--- src/shared/spimsp_pkg.sv ---
// package: register map, field layout and timing for the serial peripheral port
package spimsp_pkg;
    // ----------------------------------------
    // register offsets
    // ----------------------------------------
    localparam logic [7:0] SPIMSP_STATUS_OFS = 8'haa;
    localparam logic [7:0] SPIMSP_CONTROL_OFS = 8'hd5;
    localparam logic [7:0] SPIMSP_DATA_OFS = 8'h86;
    localparam logic [7:0] SPIMSP_AUX_OFS = 8'he3;
    localparam logic [7:0] SPIMSP_IRQ_STAT_OFS = 8'he0;
    localparam logic [7:0] SPIMSP_IRQ_EN_OFS = 8'he1;
    localparam logic [7:0] SPIMSP_IRQ_CLR_OFS = 8'he2;

    // ----------------------------------------
    // field positions and reset values
    // ----------------------------------------
    localparam int SPIMSP_CTL_IRQ_EN_BIT = 7;
    localparam int SPIMSP_CTL_ENABLE_BIT = 6;
    localparam int SPIMSP_CTL_ORDER_BIT = 5;
    localparam int SPIMSP_CTL_ROLE_BIT = 4;
    localparam int SPIMSP_CTL_CLOCK_POLARITY_BIT = 3;
    localparam int SPIMSP_CTL_CLOCK_PHASE_BIT = 2;
    localparam int SPIMSP_STS_DONE_BIT = 7;
    localparam int SPIMSP_STS_WRITE_COLLISION_FLAG_BIT = 6;
    localparam int SPIMSP_AUX_SER_IRQ_EN_BIT = 0;
    localparam int SPIMSP_EV_DONE = 0;
    localparam int SPIMSP_EV_WRITE_COLLISION_FLAG = 1;
    localparam logic [7:0] SPIMSP_CONTROL_RST = 8'h00;
    localparam logic [7:0] SPIMSP_STATUS_RST = 8'h00;

    // ----------------------------------------
    // timing: full sck period in clocks per rate code (divide by 4/16/64/128)
    // ----------------------------------------
    localparam int SPIMSP_DIV_CODE0 = 4;
    localparam int SPIMSP_DIV_CODE1 = 16;
    localparam int SPIMSP_DIV_CODE2 = 64;
    localparam int SPIMSP_DIV_CODE3 = 128;
    localparam int SPIMSP_EDGES_PER_BYTE = 16;
    localparam int SPIMSP_BITS_PER_BYTE = 8;

    typedef enum logic [2:0] {
        SPIMSP_ST_IDLE = 3'b001,
        SPIMSP_ST_MASTER = 3'b010,
        SPIMSP_ST_SLAVE = 3'b100
    } spimsp_state_t;

    typedef struct packed {
        logic [7:0] addr;
        logic [7:0] wdata;
        logic wr;
        logic rd;
    } spimsp_bus_req_t;

    typedef struct packed {
        logic sck;
        logic ss_n;
        logic mosi;
        logic miso;
    } spimsp_pins_in_t;

    typedef struct packed {
        logic sck;
        logic sck_oe;
        logic mosi;
        logic mosi_oe;
        logic miso;
        logic miso_oe;
    } spimsp_pins_out_t;
endpackage : spimsp_pkg

--- src/rtl/spimsp_top.sv ---
// design: byte-wide serial peripheral port, master or slave, with register port and interrupt
//
// Overview of operation
// - master write to data starts clock
// - written byte shifts out on mosi
// - after one byte stop clock, set done
// - done irq needs port and serial enables both, collision irq only its event enable
// - slave active only while select low
// - sck output as master, input as slave
// - port works only while enable bit set
// - order bit: 0 msb first, 1 lsb
// - role bit: 1 master, 0 slave
// - phase bit picks leading or trailing edge
// - master sck is clock over 4/16/64/128
// - rate bits ignored as slave
// - done flag sticky until software clears
// - data write while busy sets collision
// - control and status reset to zero
// - wake from idle only as slave
`timescale 1ns/1ps
module spimsp_top
    import spimsp_pkg::*;
#(
    parameter int HALF_DIV0 = SPIMSP_DIV_CODE0 / 2,
    parameter int HALF_DIV1 = SPIMSP_DIV_CODE1 / 2,
    parameter int HALF_DIV2 = SPIMSP_DIV_CODE2 / 2,
    parameter int HALF_DIV3 = SPIMSP_DIV_CODE3 / 2
) (
    // clock and reset
    input wire logic i_clk,
    input wire logic i_nrst,
    // register port
    input wire spimsp_bus_req_t i_bus,
    output logic [7:0] o_rdata,
    // system
    input wire logic i_cpu_idle,
    output logic o_wake,
    output logic o_irq,
    // serial pins
    input wire spimsp_pins_in_t i_pins,
    output spimsp_pins_out_t o_pins
);

    // ----------------------------------------
    // state
    // ----------------------------------------
    typedef struct packed {
        spimsp_state_t st;
        logic [7:0] ctl;
        logic done;
        logic write_collision_flag;
        logic ser_irq_en;
        logic [1:0] ev_stat;
        logic [1:0] ev_en;
        logic [7:0] sh;
        logic [7:0] rxbuf;
        logic [6:0] div_cnt;
        logic [4:0] edge_cnt;
        logic [3:0] bit_cnt;
        logic sck_prev;
        logic ss_prev;
        logic [7:0] rdata;
        logic irq;
        logic wake;
        spimsp_pins_out_t pins;
    } spimsp_regs_t;

    spimsp_regs_t r_q, r_d;

    function automatic logic [6:0] half_period(input logic [1:0] code);
        case (code)
            2'b00: half_period = 7'(HALF_DIV0 - 1);
            2'b01: half_period = 7'(HALF_DIV1 - 1);
            2'b10: half_period = 7'(HALF_DIV2 - 1);
            default: half_period = 7'(HALF_DIV3 - 1);
        endcase
    endfunction : half_period

    function automatic logic out_bit(input logic [7:0] sh, input logic lsb_first);
        out_bit = lsb_first ? sh[0] : sh[7];
    endfunction : out_bit

    function automatic logic [7:0] shift_in(input logic [7:0] sh, input logic lsb_first, input logic b);
        shift_in = lsb_first ? {b, sh[7:1]} : {sh[6:0], b};
    endfunction : shift_in

    logic en, master, lsb_first, clock_polarity, clock_phase;
    logic data_wr, sel, lead_edge, trail_edge, drive_ev, sample_ev, rx_bit, finish, busy;

    assign en = r_q.ctl[SPIMSP_CTL_ENABLE_BIT];
    assign master = r_q.ctl[SPIMSP_CTL_ROLE_BIT];
    assign lsb_first = r_q.ctl[SPIMSP_CTL_ORDER_BIT];
    assign clock_polarity = r_q.ctl[SPIMSP_CTL_CLOCK_POLARITY_BIT];
    assign clock_phase = r_q.ctl[SPIMSP_CTL_CLOCK_PHASE_BIT];
    assign data_wr = i_bus.wr && i_bus.addr == SPIMSP_DATA_OFS;
    assign sel = en && !master && !i_pins.ss_n;
    assign busy = r_q.st != SPIMSP_ST_IDLE || (sel && r_q.bit_cnt != 4'd0);

    always_comb begin
        r_d = r_q;
        lead_edge = 1'b0;
        trail_edge = 1'b0;
        rx_bit = master ? i_pins.miso : i_pins.mosi;
        finish = 1'b0;
        r_d.sck_prev = i_pins.sck;
        r_d.ss_prev = i_pins.ss_n;

        // ----------------------------------------
        // edge generation
        // ----------------------------------------
        case (r_q.st)
            SPIMSP_ST_IDLE: begin
                if (sel) begin
                    r_d.st = SPIMSP_ST_SLAVE;
                end
            end
            SPIMSP_ST_MASTER: begin
                if (!en || !master) begin
                    r_d.st = SPIMSP_ST_IDLE;
                end else if (r_q.div_cnt == 7'd0) begin
                    r_d.div_cnt = half_period(r_q.ctl[1:0]);
                    r_d.pins.sck = ~r_q.pins.sck;
                    lead_edge = !r_q.edge_cnt[0];
                    trail_edge = r_q.edge_cnt[0];
                    r_d.edge_cnt = r_q.edge_cnt + 5'd1;
                end else begin
                    r_d.div_cnt = r_q.div_cnt - 7'd1;
                end
            end
            SPIMSP_ST_SLAVE: begin
                if (!sel) begin
                    r_d.st = SPIMSP_ST_IDLE;
                    r_d.bit_cnt = 4'd0;
                end else if (i_pins.sck != r_q.sck_prev) begin
                    // rate bits unused here: timing comes from the far master
                    lead_edge = r_q.sck_prev == clock_polarity;
                    trail_edge = r_q.sck_prev != clock_polarity;
                end
            end
            default: r_d.st = SPIMSP_ST_IDLE;
        endcase

        // ----------------------------------------
        // shifting
        // ----------------------------------------
        drive_ev = clock_phase ? lead_edge : trail_edge;
        sample_ev = clock_phase ? trail_edge : lead_edge;
        if (drive_ev) begin
            r_d.pins.mosi = out_bit(r_q.sh, lsb_first);
            r_d.pins.miso = out_bit(r_q.sh, lsb_first);
        end
        if (sample_ev) begin
            r_d.sh = shift_in(r_q.sh, lsb_first, rx_bit);
            if (r_q.st == SPIMSP_ST_SLAVE) begin
                r_d.bit_cnt = r_q.bit_cnt + 4'd1;
                finish = r_q.bit_cnt == 4'(SPIMSP_BITS_PER_BYTE - 1);
                if (finish) begin
                    r_d.bit_cnt = 4'd0;
                end
            end
        end
        if (r_q.st == SPIMSP_ST_MASTER && trail_edge
            && r_q.edge_cnt == 5'(SPIMSP_EDGES_PER_BYTE - 1)) begin
            finish = 1'b1;
            r_d.st = SPIMSP_ST_IDLE;
        end
        // slave phase 0: first bit must be on the line as soon as select falls
        if (sel && r_q.ss_prev && !clock_phase) begin
            r_d.pins.miso = out_bit(r_q.sh, lsb_first);
        end
        if (finish) begin
            r_d.rxbuf = r_d.sh;
        end

        // ----------------------------------------
        // register writes
        // ----------------------------------------
        if (data_wr) begin
            if (busy) begin
                r_d.write_collision_flag = 1'b1;
            end else begin
                r_d.sh = i_bus.wdata;
                if (en && master) begin
                    r_d.st = SPIMSP_ST_MASTER;
                    r_d.div_cnt = half_period(r_q.ctl[1:0]);
                    r_d.edge_cnt = 5'd0;
                    r_d.pins.mosi = out_bit(i_bus.wdata, lsb_first);
                end else if (!clock_phase) begin
                    r_d.pins.miso = out_bit(i_bus.wdata, lsb_first);
                end
            end
        end
        if (i_bus.wr) begin
            case (i_bus.addr)
                SPIMSP_CONTROL_OFS: r_d.ctl = i_bus.wdata;
                SPIMSP_AUX_OFS: r_d.ser_irq_en = i_bus.wdata[SPIMSP_AUX_SER_IRQ_EN_BIT];
                SPIMSP_IRQ_EN_OFS: r_d.ev_en = i_bus.wdata[1:0];
                SPIMSP_STATUS_OFS: begin
                    if (i_bus.wdata[SPIMSP_STS_DONE_BIT]) begin
                        r_d.done = 1'b0;
                    end
                    if (i_bus.wdata[SPIMSP_STS_WRITE_COLLISION_FLAG_BIT]) begin
                        r_d.write_collision_flag = data_wr && busy;
                    end
                end
                SPIMSP_IRQ_CLR_OFS: r_d.ev_stat = r_q.ev_stat & ~i_bus.wdata[1:0];
                default: ;
            endcase
        end
        // set beats clear
        if (finish) begin
            r_d.done = 1'b1;
            r_d.ev_stat[SPIMSP_EV_DONE] = 1'b1;
        end
        if (data_wr && busy) begin
            r_d.ev_stat[SPIMSP_EV_WRITE_COLLISION_FLAG] = 1'b1;
        end

        // ----------------------------------------
        // pins, interrupt, wake, read data
        // ----------------------------------------
        if (r_d.st != SPIMSP_ST_MASTER) begin
            r_d.pins.sck = r_d.ctl[SPIMSP_CTL_CLOCK_POLARITY_BIT];
        end
        r_d.pins.sck_oe = r_d.ctl[SPIMSP_CTL_ENABLE_BIT] && r_d.ctl[SPIMSP_CTL_ROLE_BIT];
        r_d.pins.mosi_oe = r_d.pins.sck_oe;
        r_d.pins.miso_oe = r_d.ctl[SPIMSP_CTL_ENABLE_BIT] && !r_d.ctl[SPIMSP_CTL_ROLE_BIT]
            && !i_pins.ss_n;
        r_d.irq = (r_d.ev_stat[SPIMSP_EV_DONE] && r_d.ev_en[SPIMSP_EV_DONE]
                   && r_d.ctl[SPIMSP_CTL_IRQ_EN_BIT] && r_d.ser_irq_en)
            || (r_d.ev_stat[SPIMSP_EV_WRITE_COLLISION_FLAG] && r_d.ev_en[SPIMSP_EV_WRITE_COLLISION_FLAG]);
        if (!i_cpu_idle) begin
            r_d.wake = 1'b0;
        end else if (finish && r_q.st == SPIMSP_ST_SLAVE) begin
            r_d.wake = 1'b1;
        end
        r_d.rdata = 8'h00;
        if (i_bus.rd) begin
            case (i_bus.addr)
                SPIMSP_CONTROL_OFS: r_d.rdata = r_q.ctl;
                SPIMSP_STATUS_OFS: r_d.rdata = {r_q.done, r_q.write_collision_flag, 6'h00};
                SPIMSP_DATA_OFS: r_d.rdata = r_q.rxbuf;
                SPIMSP_AUX_OFS: r_d.rdata = {7'h00, r_q.ser_irq_en};
                SPIMSP_IRQ_STAT_OFS: r_d.rdata = {6'h00, r_q.ev_stat};
                SPIMSP_IRQ_EN_OFS: r_d.rdata = {6'h00, r_q.ev_en};
                default: r_d.rdata = 8'h00;
            endcase
        end
    end

    always_ff @(posedge i_clk or negedge i_nrst) begin
        if (!i_nrst) begin
            r_q <= '0;
            r_q.st <= SPIMSP_ST_IDLE;
            r_q.ctl <= SPIMSP_CONTROL_RST;
            r_q.done <= SPIMSP_STATUS_RST[SPIMSP_STS_DONE_BIT];
            r_q.write_collision_flag <= SPIMSP_STATUS_RST[SPIMSP_STS_WRITE_COLLISION_FLAG_BIT];
            r_q.sck_prev <= 1'b0;
            r_q.ss_prev <= 1'b1;
        end else begin
            r_q <= r_d;
        end
    end

    assign o_rdata = r_q.rdata;
    assign o_irq = r_q.irq;
    assign o_wake = r_q.wake;
    assign o_pins = r_q.pins;
endmodule : spimsp_top

--- config.mk ---
export PLATFORM = sky130hd
export DESIGN_NAME = spimsp_top
export DESIGN_NICKNAME = d
export VERILOG_FILES = /design/src/shared/spimsp_pkg.sv /design/src/rtl/spimsp_top.sv
export SDC_FILE = /design/constraint.sdc
export NUM_CORES = 1
export LEC_CHECK = 0
export BUFFER_PORTS_ARGS = -buffer_cell sky130_fd_sc_hd__buf_4
export CORE_MARGIN = 2
export CORE_UTILIZATION = 50
export DETAILED_ROUTE_END_ITERATION = 16
export PLACE_DENSITY = 0.74
export SETUP_SLACK_MARGIN = 0.4
export SLEW_MARGIN = 40
export SYNTH_ARGS = -nofsm -noshare
export SYNTH_HDL_FRONTEND = slang
export SYNTH_SLANG_ARGS = --single-unit
--- constraint.sdc ---
create_clock -name i_clk -period 5.1 [get_ports i_clk]
set_clock_uncertainty 0.15 [all_clocks]
set_input_delay 0 -clock i_clk [delete_from_list [all_inputs] [get_ports i_clk]]
set_output_delay 0 -clock i_clk [all_outputs]
set_load 0.05 [all_outputs]
* Yosys cells after proc, flatten, opt, wreduce, memory -nomap -nowiden
Cells that the tools add are included.
** Word-level totals
- Register bits :: 67
- Latch bits :: 0
- Bits in writable memories :: 0
- Memory bits (read-only) :: 0
- Input port bits :: 25
- Output and inout bits :: 16
- Memories :: 0
** Operators by class
- Add/subtract/negate cells :: 3
- $mul :: 0
- Div/mod/pow operators :: 0
- $lt $le $gt $ge :: 0
- Equal/unequal tests :: 21
- Shifts and indexed selects :: 0
- Muxes and demuxes :: 74
- Bitwise operators :: 3
- Reduce and logical (&&, ||, !) cells :: 38
** Operators with widths (count)
- $mux 12 :: 5
- $eq 8x8->1 const B :: 7
- $mux 8 :: 6
- $pmux 8 s6 :: 1
- $mux 1 :: 40
- $mux 3 :: 7
- $mux 4 :: 5
- $logic_and 1x1->1 :: 18
- $pmux 6 s3 :: 1
- $mux 15 :: 1
- $reduce_bool 2->1 :: 5
- $pmux 3 s3 :: 1
- $logic_not 7->1 :: 1
- $mux 7 :: 1
- $sub 7x1->7 const B :: 1
- $logic_not 1->1 :: 6
- $mux 2 :: 3
- $reduce_and 3->1 :: 2
- $add 5x1->5 const B :: 1
- $eq 5x4->1 const B :: 1
- $mux 5 :: 1
- $add 4x1->4 const B :: 1
- $eq 4x3->1 const B :: 1
- $ne 2x1->1 const B :: 2
- other kinds (17) :: 21

* Longest topological paths before layout
- Word-level depth :: 15
- Mapped depth :: 13
- Depth with buffers taken out :: 11

* Least setup slack after synthesis
No wires, ideal clock.
- Path type :: flip-flop to flip-flop
- Start point :: register r_q[29] in the netlist's numbering
- End point :: register r_q[35] in the netlist's numbering
- Data arrival time :: 2.354 ns
- Data required time :: 4.825 ns
- Path slack :: 2.471 ns
- Stages on the path, launching flop included :: 11
- Path buffers :: 1
- Path through :: dfrtp_1 -> nor4_1 -> nand3b_1 -> inv_1 -> ha_1 -> nand3_1 -> o21ai_0 -> o22ai_2 -> o31a_1 -> buf_6 -> mux2_4
** On the way
- Longest elaborated chain between the ends :: 7
** Ends and longest elaborated chain
- start, declared :: RTL line spimsp_top.sv:68 : spimsp_regs_t r_q, r_d;
- start signal, assigned :: RTL line spimsp_top.sv:261 : r_q <= r_d;
- $logic_not 7->1 (*) :: RTL line spimsp_top.sv:120 : end else if (r_q.div_cnt == 7'd0) begin
- $mux 1 :: RTL line spimsp_top.sv:120
- $mux 1 :: RTL line spimsp_top.sv:118 : if (!en || !master) begin
- $pmux 1 s2 :: RTL line spimsp_top.sv:111 : case (r_q.st)
- $mux 1 or $logic_and 1x1->1 (tied branches) :: RTL line spimsp_top.sv:147, spimsp_top.sv:162
- $mux 1 or $logic_and 1x1->1 (tied branches) :: RTL line spimsp_top.sv:152, spimsp_top.sv:163
- $mux 1 :: RTL line spimsp_top.sv:162 : if (r_q.st == SPIMSP_ST_MASTER && trail_edge
Every way passes the cells marked *; elsewhere a longest branch is shown, timed or not.
A chain may end at the register's enable or synchronous reset.

* Worst setup path after layout
Ends and elaborated chain as after synthesis.

==> qor.txt <==
Final hold vios: 0
Layout cells sized above 1: 0.198
# nets final: 442
Critical hold path startpoint: i_bus[12]
Via count of the first global-routing pass: 2,805
Final Slew Violations: 0
Clock root buffer master: clkbuf_8
Wire length after detailed routing: 8020 um
Post-synth net total: 400
Final setup violation count: 0
PnR worst setup slack: 1780 ps
Share of synthesized area occupied by flip-flops and latches: 0.472
Endpoint of the worst register-to-register path: r_q[35]
Post-CTS setup buffers: 0
Number of synthesized register bits: 67
Dpl hpwl: 5650 um
Initial DRC count: 301
Dpl cell area: 3830 um^2
IO Pins: 41
Vias/cell: 5.56
Post-synthesis async set-or-reset flop share: 1.00
Maximum VDD drop: 0.263 mV
Via count: 2,836
RSZ-0062 raised after global routing: no
DR DRC count: 0
Path category of the worst min-delay check: input pin to flip-flop
Synthesis-to-finish area growth: 18.0%
CTS tree: built
Leak Pwr: 0.00184 uW
Initial standard-cell utilization of the core: 0.521
Worst-path fanout max: 23
Number of fill cells in the layout: 591
Kind of start point of the critical path: flip-flop
Hold path cells: 6
Worst slew slack as a fraction of its limit: 0.514
Hold WS: 17.2 ps
Commonest cells after routing, fill and taps aside: dfrtp_1, nand2_1, buf_4, a21oi_1, nor2_1
Syn_area_per_cell: 9.70 um^2
Arrival @ worst endpoint: 3390 ps
Post-layout minimum cycle time: 3320 ps
Syn Inst Count: 367
Worst path required time: 5180 ps
Std cell rows: 30
Critical Path End Type: flip-flop
Bufs on Longest Clock Path: 2
Achievable frequency: 0.302 GHz
Residual antenna-violating net count after detailed routing: 0
Chip height: 88.4 um
Routability-driven placement congestion ratio: 0.832
Pwr Density: 261 nW/um^2
Run status: completed
Fin crit share: 0.650
Post-route design area: 4200 um^2
Endpoint of the worst hold path: r_q[55]
Number of buffers created by CTS: 9
Wire length of the first global-routing pass: 13,300 um
Critical Path Max Stage Delay: 550 ps
Dominant register cell in the synthesized netlist: dfrtp_1
Global-route congestion overflow total: 0
Met3 wire length: 410 um
Standard cell with the maximum stage delay on the critical path: o31a_1
Worst skew pair latency: 340 ps
Antenna violations before repair: 0
YS warnings: 0
Count of unique library cells instantiated by Yosys: 52
Die X-Extent: 88.4 um
Summed instance area of the synthesized netlist: 3560 um^2
Max_cap viols: 0
Number of enable flip-flop cells after synthesis: 0
Uppermost metal layer occupied by signal nets: met4
Path type of the worst setup path: flip-flop to flip-flop
Clock edge transition at the registers on the reported setup and hold paths: 70 ps
Reg2Reg Setup Slack: 1780 ps
IO Port Bufs: 40
Worst-Margin Slew: 726 ps
Std-Cell Core Area: 6830 um^2
Routed length on met1: 3720 um
Routed wl met2: 3760 um
Max H-tree Level: 3
GRT Overall Usage: 0.222
TritonRoute pass-1 iters: 4
Startpoint of the most critical register-to-register path: r_q[29]
Maximum number of pins on one net before global-route repair: 68
Most common cell after layout, fill and taps aside: dfrtp_1
Total Negative Setup Slacks: 0 ps
Worst reg-to-reg path cell count: 9
Clock Sinks: 67
Routed wire per std cell: 15.7 um
Number of antenna cells inserted: 0
Total Die Area: 7810 um^2
Cell breakdown of the critical path: nor4_1 -> nand3b_1 -> inv_1 -> ha_1 -> nand3_1 -> o21ai_0 -> o22ai_4 -> o31a_1 -> mux2_4
DP Worst Slack: 1680 ps
[layer usage]
metal | vias to the layer above | GRT usage
met1 | 1355 | 0.311
met3 | 12 | 0.0382
met2 | 82 | 0.349
li1 | 1387 | -
met5 | - | 0
met4 | 0 | 0.0826
[cell type report]
type	count	area (um^2)	share of cell area
inverter	12	45.0	0.0107
clock inverter	4	25.0	0.00596
multi-input combinational	260	1680	0.401
sequential	67	1680	0.400
tap	96	120	0.0286
timing repair buffer	59	492	0.117
clock buffer	12	155	0.0370
[power breakdown]
| group | switching (uW) | leakage, uW | internal [uW] |
|---|---|---|---|
| Clock | 203 | 0.0000884 | 201 |
| Combinational | 63.4 | 0.000890 | 53.4 |
| Sequential | 21.4 | 0.000858 | 553 |
| Total | 288 | 0.00184 | 808 |
[worst max-delay path by stage]
stage / startpoint / cells past startpoint / slack [ps] / to
after global placement: r_q[27] / 10 / 1830 / o_irq
after global routing: r_q[27] / 11 / 1520 / o_irq
after detailed placement: r_q[27] / 10 / 1680 / o_irq
after floorplan: r_q[29] / 10 / 2470 / r_q[35]
final: r_q[29] / 9 / 1780 / r_q[35]
after CTS: r_q[27] / 10 / 1670 / o_irq
[what timing repair did]
item / CTS / global route
gates resized for setup: 0 / 0
endpoints found under the hold margin: 107 / 0
hold buffers: 18 / 0
[cell families after synthesis]
group | Yosys count | share of synthesized area
compound gates | 85 | 0.152
xor+xnor | 2 | 0.00492
fa+ha+maj | 8 | 0.0281
buf+inv | 40 | 0.0615
flops | 67 | 0.472
mux | 28 | 0.0840
simple gates | 137 | 0.198
[flip-flops by register name, summed over array words and instances (netlist names)]
signal          cells
o_rdata             8
clock_phase         1
clock_polarity      1
r_q                47
o_irq               1
o_pins              5
o_wake              1
en                  1
lsb_first           1
master              1
[Yosys cell counts (4+ instances only)]
master / instances / area share
o21ai_0: 16 / 0.023
dfrtp_1: 65 / 0.46
nor3b_1: 5 / 0.011
nand4_1: 5 / 0.0088
mux2i_1: 16 / 0.045
nand3_1: 16 / 0.023
a21oi_1: 27 / 0.038
nand3b_1: 5 / 0.011
nor2b_1: 7 / 0.012
a22oi_1: 12 / 0.025
buf_4: 14 / 0.030
nor3_1: 8 / 0.011
nand2_1: 42 / 0.044
o22ai_1: 4 / 0.0070
o21ai_1: 7 / 0.0098
mux2_2: 11 / 0.035
clkbuf_1: 10 / 0.011
inv_1: 12 / 0.013
nor4_1: 4 / 0.0070
nor2_1: 26 / 0.027
ha_1: 8 / 0.028
and3_1: 5 / 0.0088
[worst max-delay path: cells and delay by family (launching register included)]
kind                     cells  cell delay, ps
flip-flops                   1             420
buffers and inverters        1             230
adder cells (fa/ha/maj)      1             210
multiplexers                 1             370
AO/OA/AOI/OAI                3            1100
AND/OR/NAND/NOR              3             720
[metrics by stage]
step	util	instances	total power, uW
2_1_floorplan	-	367	641
3_3_place_gp	0.558	476	686
3_5_place_dp	0.560	476	690
4_1_cts	0.613	510	1100
5_1_grt	0.614	510	1140
6_report	0.614	510	1100
Power figures use the tool's default switching activity.
